## src/hdl/dbg_sink_pkg.sv

```systemverilog
package dbg_sink_pkg;
    // port personality
    typedef enum logic [1:0] {
        ROLE_SINK,
        ROLE_SOURCE,
        ROLE_DUAL
    } port_role_e;

    // per-pin cc condition as seen by the comparators
    typedef enum logic [1:0] {
        CC_OPEN,
        CC_PULLUP,
        CC_PULLDOWN
    } cc_level_e;

    // cc termination request
    typedef enum logic [1:0] {
        TERM_NONE,
        TERM_PULLDOWN,
        TERM_PULLUP
    } cc_term_e;

    localparam int CLK_MHZ            = 250;
    // times in microseconds, duty cycle in percent
    localparam int T_ERR_RECOVERY_US  = 25000;
    localparam int T_PD_DEBOUNCE_US   = 10000;
    localparam int T_CC_DEBOUNCE_US   = 100000;
    localparam int T_DRP_US           = 75000;
    localparam int DC_SRC_DRP_PCT     = 50;
    localparam int T_DRP_TRANS_US     = 1000;
    // cycle counts and timer width
    localparam int ERR_RECOVERY_CYC   = T_ERR_RECOVERY_US * CLK_MHZ;
    localparam int PD_DEBOUNCE_CYC    = T_PD_DEBOUNCE_US * CLK_MHZ;
    localparam int CC_DEBOUNCE_CYC    = T_CC_DEBOUNCE_US * CLK_MHZ;
    localparam int DRP_OPEN_CYC       = (T_DRP_US * (100 - DC_SRC_DRP_PCT) / 100) * CLK_MHZ;
    localparam int DRP_TRANS_CYC      = T_DRP_TRANS_US * CLK_MHZ;
    localparam int TIMER_W            = 32;
endpackage

```

## src/hdl/dbg_timer_if.sv

```systemverilog
`timescale 1ns/1ps
`default_nettype none
interface dbg_timer_if #(parameter int W = 32);
    logic         restart;
    logic [W-1:0] limit;
    logic         done;
    modport ctrl (output restart, output limit, input done);
    modport tmr  (input restart, input limit, output done);
endinterface
`default_nettype wire

```

## src/hdl/dbg_interval_timer.sv

```systemverilog
`timescale 1ns/1ps
`default_nettype none
module dbg_interval_timer #(
    parameter int W = 32
) (
    input  wire logic clk,
    input  wire logic nrst,
    dbg_timer_if.tmr  t
);
    logic [W-1:0] count_reg;

    always_ff @(posedge clk) begin
        if (!nrst || t.restart) begin
            count_reg <= '0;
        end else if (count_reg < t.limit) begin
            count_reg <= count_reg + 1'b1;
        end
    end

    // count and limit only, not restart, so restart logic may read it without a loop
    assign t.done = (count_reg >= t.limit);
endmodule
`default_nettype wire

```

## src/hdl/debug_accessory_sink_attach_fsm.sv

```systemverilog
`timescale 1ns/1ps
`default_nettype none
module debug_accessory_sink_attach_fsm
    import dbg_sink_pkg::*;
#(
    parameter dbg_sink_pkg::port_role_e ROLE          = dbg_sink_pkg::ROLE_SINK,
    parameter bit                       HAS_ERR_RECOV = 1'b1,
    parameter bit                       HAS_DISABLED  = 1'b1,
    parameter int                       ERR_CYC       = dbg_sink_pkg::ERR_RECOVERY_CYC,
    parameter int                       PD_CYC        = dbg_sink_pkg::PD_DEBOUNCE_CYC,
    parameter int                       CC_CYC        = dbg_sink_pkg::CC_DEBOUNCE_CYC,
    parameter int                       DRP_OPEN      = dbg_sink_pkg::DRP_OPEN_CYC,
    parameter int                       DRP_TRANS     = dbg_sink_pkg::DRP_TRANS_CYC
) (
    input  wire logic                    clk,
    input  wire logic                    nrst,
    input  wire dbg_sink_pkg::cc_level_e cc1_level,
    input  wire dbg_sink_pkg::cc_level_e cc2_level,
    input  wire logic                    vbus_present,
    input  wire logic                    recover_req,
    input  wire logic                    to_source_req,
    input  wire logic                    orientation_known,
    input  wire logic                    source_done,
    output logic                         vbus_drive_en,
    output logic                         vconn_drive_en,
    output dbg_sink_pkg::cc_term_e       cc1_term,
    output dbg_sink_pkg::cc_term_e       cc2_term,
    output logic                         debug_paths_en,
    output logic                         pd_allowed,
    output logic                         go_unattached_src,
    output logic                         go_try_src,
    output logic                         attached_snk,
    output logic                         in_disabled
);
    import dbg_sink_pkg::*;

    typedef enum logic [2:0] {
        ST_ERR_RECOVERY,
        ST_DISABLED,
        ST_UNATT_SNK,
        ST_ATTWAIT_SNK,
        ST_ATT_SNK,
        ST_SOURCE_SIDE
    } state_e;

    state_e state_reg;
    state_e state_next;
    logic   open_any;
    logic   both_pullup;
    logic   open_any_reg;
    logic   vbus_reg;
    logic   cc_change;
    logic   is_dual;
    logic   settled_done;
    logic   try_entry;

    dbg_timer_if #(.W(TIMER_W)) t_main();
    dbg_timer_if #(.W(TIMER_W)) t_trans();

    dbg_interval_timer #(.W(TIMER_W)) u_main (
        .clk  (clk),
        .nrst (nrst),
        .t    (t_main.tmr)
    );

    dbg_interval_timer #(.W(TIMER_W)) u_trans (
        .clk  (clk),
        .nrst (nrst),
        .t    (t_trans.tmr)
    );

    assign is_dual     = (ROLE == ROLE_DUAL);
    assign open_any    = (cc1_level == CC_OPEN) || (cc2_level == CC_OPEN);
    assign both_pullup = (cc1_level == CC_PULLUP) && (cc2_level == CC_PULLUP);

    // change tracking for debounce restart
    always_ff @(posedge clk) begin
        if (!nrst) begin
            open_any_reg <= 1'b0;
            vbus_reg     <= 1'b0;
        end else begin
            open_any_reg <= open_any;
            vbus_reg     <= vbus_present;
        end
    end

    assign cc_change = (open_any != open_any_reg) || (vbus_present != vbus_reg);
    // stale count ignored in the cycle of a change
    assign settled_done = t_main.done && !cc_change;

    // timer restart and limit per state
    always_comb begin
        t_main.restart  = (state_next != state_reg) || cc_change;
        t_main.limit    = TIMER_W'(CC_CYC);
        t_trans.restart = (state_next != state_reg) || !open_any;
        t_trans.limit   = TIMER_W'(DRP_OPEN + DRP_TRANS);
        unique case (state_reg)
            ST_ERR_RECOVERY: begin
                t_main.limit   = TIMER_W'(ERR_CYC);
                t_main.restart = (state_next != state_reg);
            end
            ST_UNATT_SNK: begin
                t_main.limit   = TIMER_W'(DRP_OPEN);
                t_main.restart = (state_next != state_reg) || !open_any;
            end
            ST_ATTWAIT_SNK: t_main.limit = open_any ? TIMER_W'(PD_CYC) : TIMER_W'(CC_CYC);
            default: t_main.limit = TIMER_W'(CC_CYC);
        endcase
    end

    always_comb begin
        state_next = state_reg;
        if (recover_req) begin
            if (HAS_ERR_RECOV) begin
                state_next = ST_ERR_RECOVERY;
            end else if (HAS_DISABLED) begin
                state_next = ST_DISABLED;
            end else begin
                state_next = (ROLE == ROLE_SINK) ? ST_UNATT_SNK : ST_SOURCE_SIDE;
            end
        end else begin
            unique case (state_reg)
                ST_ERR_RECOVERY: begin
                    if (t_main.done) begin
                        state_next = (ROLE == ROLE_SINK) ? ST_UNATT_SNK : ST_SOURCE_SIDE;
                    end
                end
                ST_DISABLED: begin
                    state_next = ST_DISABLED;
                end
                ST_UNATT_SNK: begin
                    if (both_pullup) begin
                        state_next = ST_ATTWAIT_SNK;
                    end else if (is_dual && (to_source_req || (open_any && t_main.done))) begin
                        state_next = ST_SOURCE_SIDE;
                    end
                end
                ST_ATTWAIT_SNK: begin
                    if (open_any && settled_done) begin
                        state_next = is_dual ? ST_SOURCE_SIDE : ST_UNATT_SNK;
                    end else if (!open_any && settled_done && vbus_present) begin
                        state_next = is_dual ? ST_SOURCE_SIDE : ST_ATT_SNK;
                    end
                end
                ST_ATT_SNK: begin
                    if (!vbus_present) begin
                        state_next = ST_UNATT_SNK;
                    end
                end
                ST_SOURCE_SIDE: begin
                    if (source_done) begin
                        state_next = ST_UNATT_SNK;
                    end
                end
                default: state_next = ST_UNATT_SNK;
            endcase
        end
    end

    always_ff @(posedge clk) begin
        if (!nrst) begin
            state_reg <= ST_UNATT_SNK;
        end else begin
            state_reg <= state_next;
        end
    end

    always_ff @(posedge clk) begin
        if (!nrst) begin
            cc1_term <= TERM_PULLDOWN;
            cc2_term <= TERM_PULLDOWN;
        end else if (state_next == ST_ERR_RECOVERY || state_next == ST_DISABLED) begin
            cc1_term <= TERM_NONE;
            cc2_term <= TERM_NONE;
        end else if (state_next == ST_SOURCE_SIDE) begin
            cc1_term <= TERM_PULLUP;
            cc2_term <= TERM_PULLUP;
        end else begin
            cc1_term <= TERM_PULLDOWN;
            cc2_term <= TERM_PULLDOWN;
        end
    end

    // never drives vbus or vconn here
    assign vbus_drive_en  = 1'b0;
    assign vconn_drive_en = 1'b0;

    always_ff @(posedge clk) begin
        if (!nrst) begin
            debug_paths_en <= 1'b0;
            pd_allowed     <= 1'b0;
            attached_snk   <= 1'b0;
            in_disabled    <= 1'b0;
        end else begin
            debug_paths_en <= (state_next == ST_ATT_SNK);
            pd_allowed     <= (state_next == ST_ATT_SNK) && orientation_known;
            attached_snk   <= (state_next == ST_ATT_SNK);
            in_disabled    <= (state_next == ST_DISABLED);
        end
    end

    assign try_entry = (state_next == ST_SOURCE_SIDE) && (state_reg == ST_ATTWAIT_SNK) && !open_any && !recover_req;

    // handover requests to source-side states
    always_ff @(posedge clk) begin
        if (!nrst) begin
            go_unattached_src <= 1'b0;
            go_try_src        <= 1'b0;
        end else begin
            go_try_src        <= try_entry;
            go_unattached_src <= (state_next == ST_SOURCE_SIDE) && (state_reg != ST_SOURCE_SIDE) && !try_entry;
        end
    end

    // assertions and cover points
    property p_no_vconn;
        @(posedge clk) disable iff (!nrst) !vconn_drive_en && !vbus_drive_en;
    endproperty
    a_no_vconn: assert property (p_no_vconn) else $error("vbus or vconn driven");

    property p_err_release;
        @(posedge clk) disable iff (!nrst)
            (state_reg == ST_ERR_RECOVERY && $past(state_reg) == ST_ERR_RECOVERY)
            |-> (cc1_term == TERM_NONE && cc2_term == TERM_NONE);
    endproperty
    a_err_release: assert property (p_err_release) else $error("cc not released in recovery");

    property p_recover_enter;
        @(posedge clk) disable iff (!nrst)
            recover_req && HAS_ERR_RECOV |=> state_reg == ST_ERR_RECOVERY;
    endproperty
    a_recover_enter: assert property (p_recover_enter) else $error("recover not entered");

    property p_sink_terms;
        @(posedge clk) disable iff (!nrst)
            (state_reg == ST_ATTWAIT_SNK || state_reg == ST_ATT_SNK) && $stable(state_reg)
            |-> cc1_term == TERM_PULLDOWN && cc2_term == TERM_PULLDOWN;
    endproperty
    a_sink_terms: assert property (p_sink_terms) else $error("sink terminations missing");

    property p_attwait_entry;
        @(posedge clk) disable iff (!nrst)
            state_reg == ST_UNATT_SNK && both_pullup && !recover_req |=> state_reg == ST_ATTWAIT_SNK;
    endproperty
    a_attwait_entry: assert property (p_attwait_entry) else $error("attach-wait not entered");

    property p_drp_window;
        @(posedge clk) disable iff (!nrst) state_reg == ST_UNATT_SNK && is_dual |-> !t_trans.done;
    endproperty
    a_drp_window: assert property (p_drp_window) else $error("dual role exit window missed");

    property p_att_needs_vbus;
        @(posedge clk) disable iff (!nrst)
            state_reg == ST_ATT_SNK && $past(state_reg) == ST_ATTWAIT_SNK |-> $past(vbus_present) && !$past(open_any);
    endproperty
    a_att_needs_vbus: assert property (p_att_needs_vbus) else $error("attached without vbus");

    property p_vbus_loss;
        @(posedge clk) disable iff (!nrst)
            state_reg == ST_ATT_SNK && !vbus_present && !recover_req |=> state_reg == ST_UNATT_SNK ##1 !debug_paths_en;
    endproperty
    a_vbus_loss: assert property (p_vbus_loss) else $error("vbus loss not handled");

    property p_debug_paths;
        @(posedge clk) disable iff (!nrst) debug_paths_en |-> state_reg == ST_ATT_SNK;
    endproperty
    a_debug_paths: assert property (p_debug_paths) else $error("debug paths early");

    property p_pd_gate;
        @(posedge clk) disable iff (!nrst) pd_allowed |-> attached_snk && $past(orientation_known);
    endproperty
    a_pd_gate: assert property (p_pd_gate) else $error("pd allowed too early");

    c_attach:  cover property (@(posedge clk) disable iff (!nrst) state_reg == ST_ATTWAIT_SNK ##1 state_reg == ST_ATT_SNK);
    c_detach:  cover property (@(posedge clk) disable iff (!nrst) state_reg == ST_ATT_SNK ##1 state_reg == ST_UNATT_SNK);
    c_recover: cover property (@(posedge clk) disable iff (!nrst) state_reg == ST_ERR_RECOVERY ##1 state_reg != ST_ERR_RECOVERY);
endmodule
`default_nettype wire

```

## config.mk

```make
export PLATFORM = sky130hd
export DESIGN_NAME = debug_accessory_sink_attach_fsm
export DESIGN_NICKNAME = d
export VERILOG_FILES = /design/src/hdl/dbg_sink_pkg.sv /design/src/hdl/dbg_timer_if.sv /design/src/hdl/dbg_interval_timer.sv /design/src/hdl/debug_accessory_sink_attach_fsm.sv
export SDC_FILE = /design/constraint.sdc
export NUM_CORES = 1
export LEC_CHECK = 0
export ABC_AREA = 1
export BUFFER_PORTS_ARGS = -buffer_cell sky130_fd_sc_hd__buf_2
export CORE_ASPECT_RATIO = 0.5
export CORE_UTILIZATION = 40
export CTS_BUF_LIST = sky130_fd_sc_hd__clkbuf_8
export CTS_CLUSTER_DIAMETER = 50
export DETAILED_ROUTE_END_ITERATION = 7
export PLACE_DENSITY = 0.69
export SKIP_LAST_GASP = 1
export SYNTH_ARGS = -nofsm -noshare
export SYNTH_HDL_FRONTEND = slang
export SYNTH_SLANG_ARGS = --single-unit
```

## constraint.sdc

```tcl
create_clock -name clk -period 4.3 [get_ports clk]
set_input_delay 0 -clock clk [delete_from_list [all_inputs] [get_ports clk]]
set_output_delay 0 -clock clk [all_outputs]
set_load 0.03 [all_outputs]
```

==> results by group <==
Placement
  • DP Wirelength: 4594 um
  • Pre-CTS WS: 0.4374 ns
  • Buffers added on ports: 19
  • Placed instance count: 517
  • Gpl congestion: 0.9164
  • Placement Cell Area: 0.003077 mm2

Detailed routing
  • DRT Pass-1 Iters: 6
  • Routed len/inst: 11.43 um
  • DRT antenna net count: 0
  • 1st-iter DRT viols: 207
  • Via/cell ratio: 4.688
  • Drc violations: 0
  • Drt total wl: 6047 um
  • Vias: 2,480

Clock network
  • Clk sinks: 44
  • CTS buffer count: 5
  • Clock latency on the worst-skew pair: 0.31 ns
  • CTS root buf: clkbuf_8
  • Clock tree buffer depth: 2
  • CTS H-Tree Depth: 2
  • Clk slew on worst S/H paths: 0.09 ns
  • Post-CTS setup repair buffer count: 0
  • Clock tree from TritonCTS: built

STA
  • PnR worst setup slack: 0.4396 ns
  • Final Skew: 0.01183 ns
  • Max Slew Vio Count: 0
  • Worst hold slack: 0.05582 ns
  • Period utilisation layout: 89.78%
  • Measured slew at the worst slew-check pin: 0.6925 ns
  • Hold Vio Cnt, Final: 0
  • FMAX: 259.0 MHz
  • Min Tclk post-route: 3.860 ns
  • Relative slew slack: 53.41%
  • Endpoints failing setup: 0
  • TNS Setup: 0 ns
  • Unrepaired setup endpoints after global routing: false

Global route
  • Largest net degree at the start of global routing: 18
  • Antenna violations before repair: 0
  • GRT Residual Overflow: 0
  • Vias in the first global route: 2,246
  • Global-route usage over all layers: 17.29%
  • First-pass GRT wire length: 10,280 um

Synth
  • Ys Warns: 0
  • Yosys top cell by area: dfxtp_1
  • Largest cells by area after synthesis: dfxtp_1 30%, inv_1 10%, nand2_1 9.7%
  • Synth cell types: 34
  • Synthesized area: 0.002897 mm2
  • Avg Synthesized Cell Area: 7.082 um2
  • Sequential-to-total area share from yosys stat: 30.41%
  • Share of the synthesized area in the top cell type: 30.41%
  • Post-Syn Instances: 409
  • Number of synthesized register bits: 44

Setup path
  • Arrival @ worst endpoint: 4.07 ns
  • CP max stage delay: 0.60 ns
  • Terminus of the critical flop-to-flop path: u_main.count_reg[6]$_SDFFE_PP0N_
  • CP Class: reg -> reg
  • Worst path cell trace: inv_2 -> nor3_2 -> inv_2 -> nor2_1 -> inv_1 -> nand2_1 -> inv_1 -> nor2_1 -> inv_1 -> ha_1 -> nor2_1 -> nand3_1 -> or2_0 -> a21oi_2 -> nand2_2 -> nor4_1 -> nand3_1 -> xor2_1 -> inv_1 -> nor2_2
  • Crit. End Element: flop
  • Worst Path Max Fanout: 16
  • Critical R2R Launch: state_reg[1]$_SDFF_PN1_
  • CP max-delay cell: nor4_1
  • Worst Path Required: 4.51 ns
  • Worst Setup Start Kind: flop
  • Cell repeated most along the worst path: inv_1
  • Flop2flop setup slack: 0.44 ns
  • R2r worst-path depth: 20

Outcome
  • Status: finished, final reports clean

Layout
  • Finished Layout Cells: 529
  • Share of layout cells above drive strength 1: 18.08%
  • Number of flip-flops in the largest register: 32
  • Layout area overhead: 11.14%
  • Final nets: 469
  • Final instance area: 0.003219 mm2
  • Ant. Diodes: 0

Floorplanning
  • Die ar.: 0.007606 mm2
  • Io pins: 23
  • Die height: 62.17 um
  • Row count: 21
  • Die X: 122.3 um
  • Initial Util: 42.40%
  • Core area: 0.006832 mm2

Power
  • Worst vdd ir: 0.1201 mV
  • PD cells: 243.1 mW/mm2
  • Pleak: 1.410 nW

Run
  • # Max-Cap Violations: 0

Min path
  • Hold Crit Class: in -> reg
  • Hold path depth: 3
  • Hold_sp: recover_req
  • Hold EP: attached_snk$_SDFF_PN0_
-- repair_timing --
action                                 in CTS  in global routing
setup endpoints to repair                   0                  2
resized for setup                           0                  1
endpoints found under the hold margin       5                  0
hold buffers                                4                  0
-- critical path: cells and delay by family (launching register included) --
family | cells | cell delay, ns
compound gates | 1 | 0.19
xor+xnor | 1 | 0.18
fa+ha+maj | 1 | 0.20
buf+inv | 6 | 0.53
flops | 1 | 0.47
simple gates | 11 | 2.16
-- metrics by stage --
step / total power (W) / utilization, %
6_report: 0.0007827 / 47.12
5_1_grt: 0.0008189 / 47.12
4_1_cts: 0.0007923 / 47.05
3_5_place_dp: 0.0005008 / 45.04
3_3_place_gp: 0.0004997 / 45.04
2_1_floorplan: 0.0004824 / -
-- area by class of cell --
class                   instances  area (um2)
flip-flops and latches         44       880.8
clock buffers                   6       82.58
fillers                       705        3612
well taps                      92       115.1
inverters                      80       300.3
clock inverters                 2       15.01
multi-input cells             279        1655
repair buffers                 26       170.2
-- synth_stat cells (all sizes together) --
cell	count
inv	80
nand2	79
nor2	68
dfxtp	44
ha	22
nand3	18
nor3	17
nand4	15
xor2	13
a21oi	11
buf	9
xnor2	9
nor4	5
mux2	4
o21ai	4
a21o	1
a32oi	1
a41oi	1
and2b	1
and3	1
conb	1
nor3b	1
o21bai	1
o221a	1
o22ai	1
or2	1
-- layout by cell type (no fill, tap or decap), types with 2 or more instances in the layout --
master and n:
xnor2_1 9, nand4_1 15, nor3_2 3, mux2_2 4, conb_1 4, inv_1 77
clkinvlp_4 2, buf_4 2, nor3_1 14, dfxtp_1 44, o21ai_0 4, dlygate4sd3_1 4
nand2_2 3, clkbuf_8 6, nor2_2 31, xor2_1 13, nand2_1 75, buf_2 19
a21oi_1 10, nor2_1 37, nand3_1 17, nor4_1 5, ha_1 22, inv_2 3
-- where the power goes --
group          internal [W]  leakage [nW]  switching (W)
sequential         0.000412         0.356     0.00000403
combinational     0.0000265          1.01      0.0000526
clock              0.000130        0.0434       0.000157
total              0.000569          1.41       0.000214
-- logic make-up (layout without fill, tap and decap cells) --
logic type      Yosys count  count (layout)  share of synthesized area, %
mux                       4               4                         1.555
xor+xnor                 22              22                         6.652
fa+ha+maj                22              22                         9.503
compound gates           21              21                         4.666
other cells               1               4                        0.1295
flops                    44              44                         30.41
buf+inv                  89             114                         13.00
simple gates            206             206                         34.08
-- worst max-delay path by stage --
| stage | slack [ns] | cells after the start | start | endpoint |
|---|---|---|---|---|
| after floorplan | 1.32 | 24 | state_reg[1]$_SDFF_PN1_ | u_main.count_reg[1]$_SDFFE_PP0N_ |
| after global placement | 0.48 | 24 | state_reg[1]$_SDFF_PN1_ | u_main.count_reg[12]$_SDFFE_PP0N_ |
| after detailed placement | 0.44 | 24 | state_reg[1]$_SDFF_PN1_ | u_main.count_reg[12]$_SDFFE_PP0N_ |
| after CTS | 0.40 | 24 | state_reg[1]$_SDFF_PN1_ | u_main.count_reg[12]$_SDFFE_PP0N_ |
| after global routing | 0.06 | 20 | state_reg[1]$_SDFF_PN1_ | u_main.count_reg[6]$_SDFFE_PP0N_ |
| final | 0.44 | 20 | state_reg[1]$_SDFF_PN1_ | u_main.count_reg[6]$_SDFFE_PP0N_ |
-- metal layers --
| layer | global-route usage [%] | share of wire (%) |
|---|---|---|
| met1 | 24.19 | 54 |
| met2 | 26.19 | 41 |
| met3 | 3.860 | 5.1 |
| met4 | 5.335 | 0.45 |
| met5 | 0 | 0 |
(Power assumes the default switching activity.)
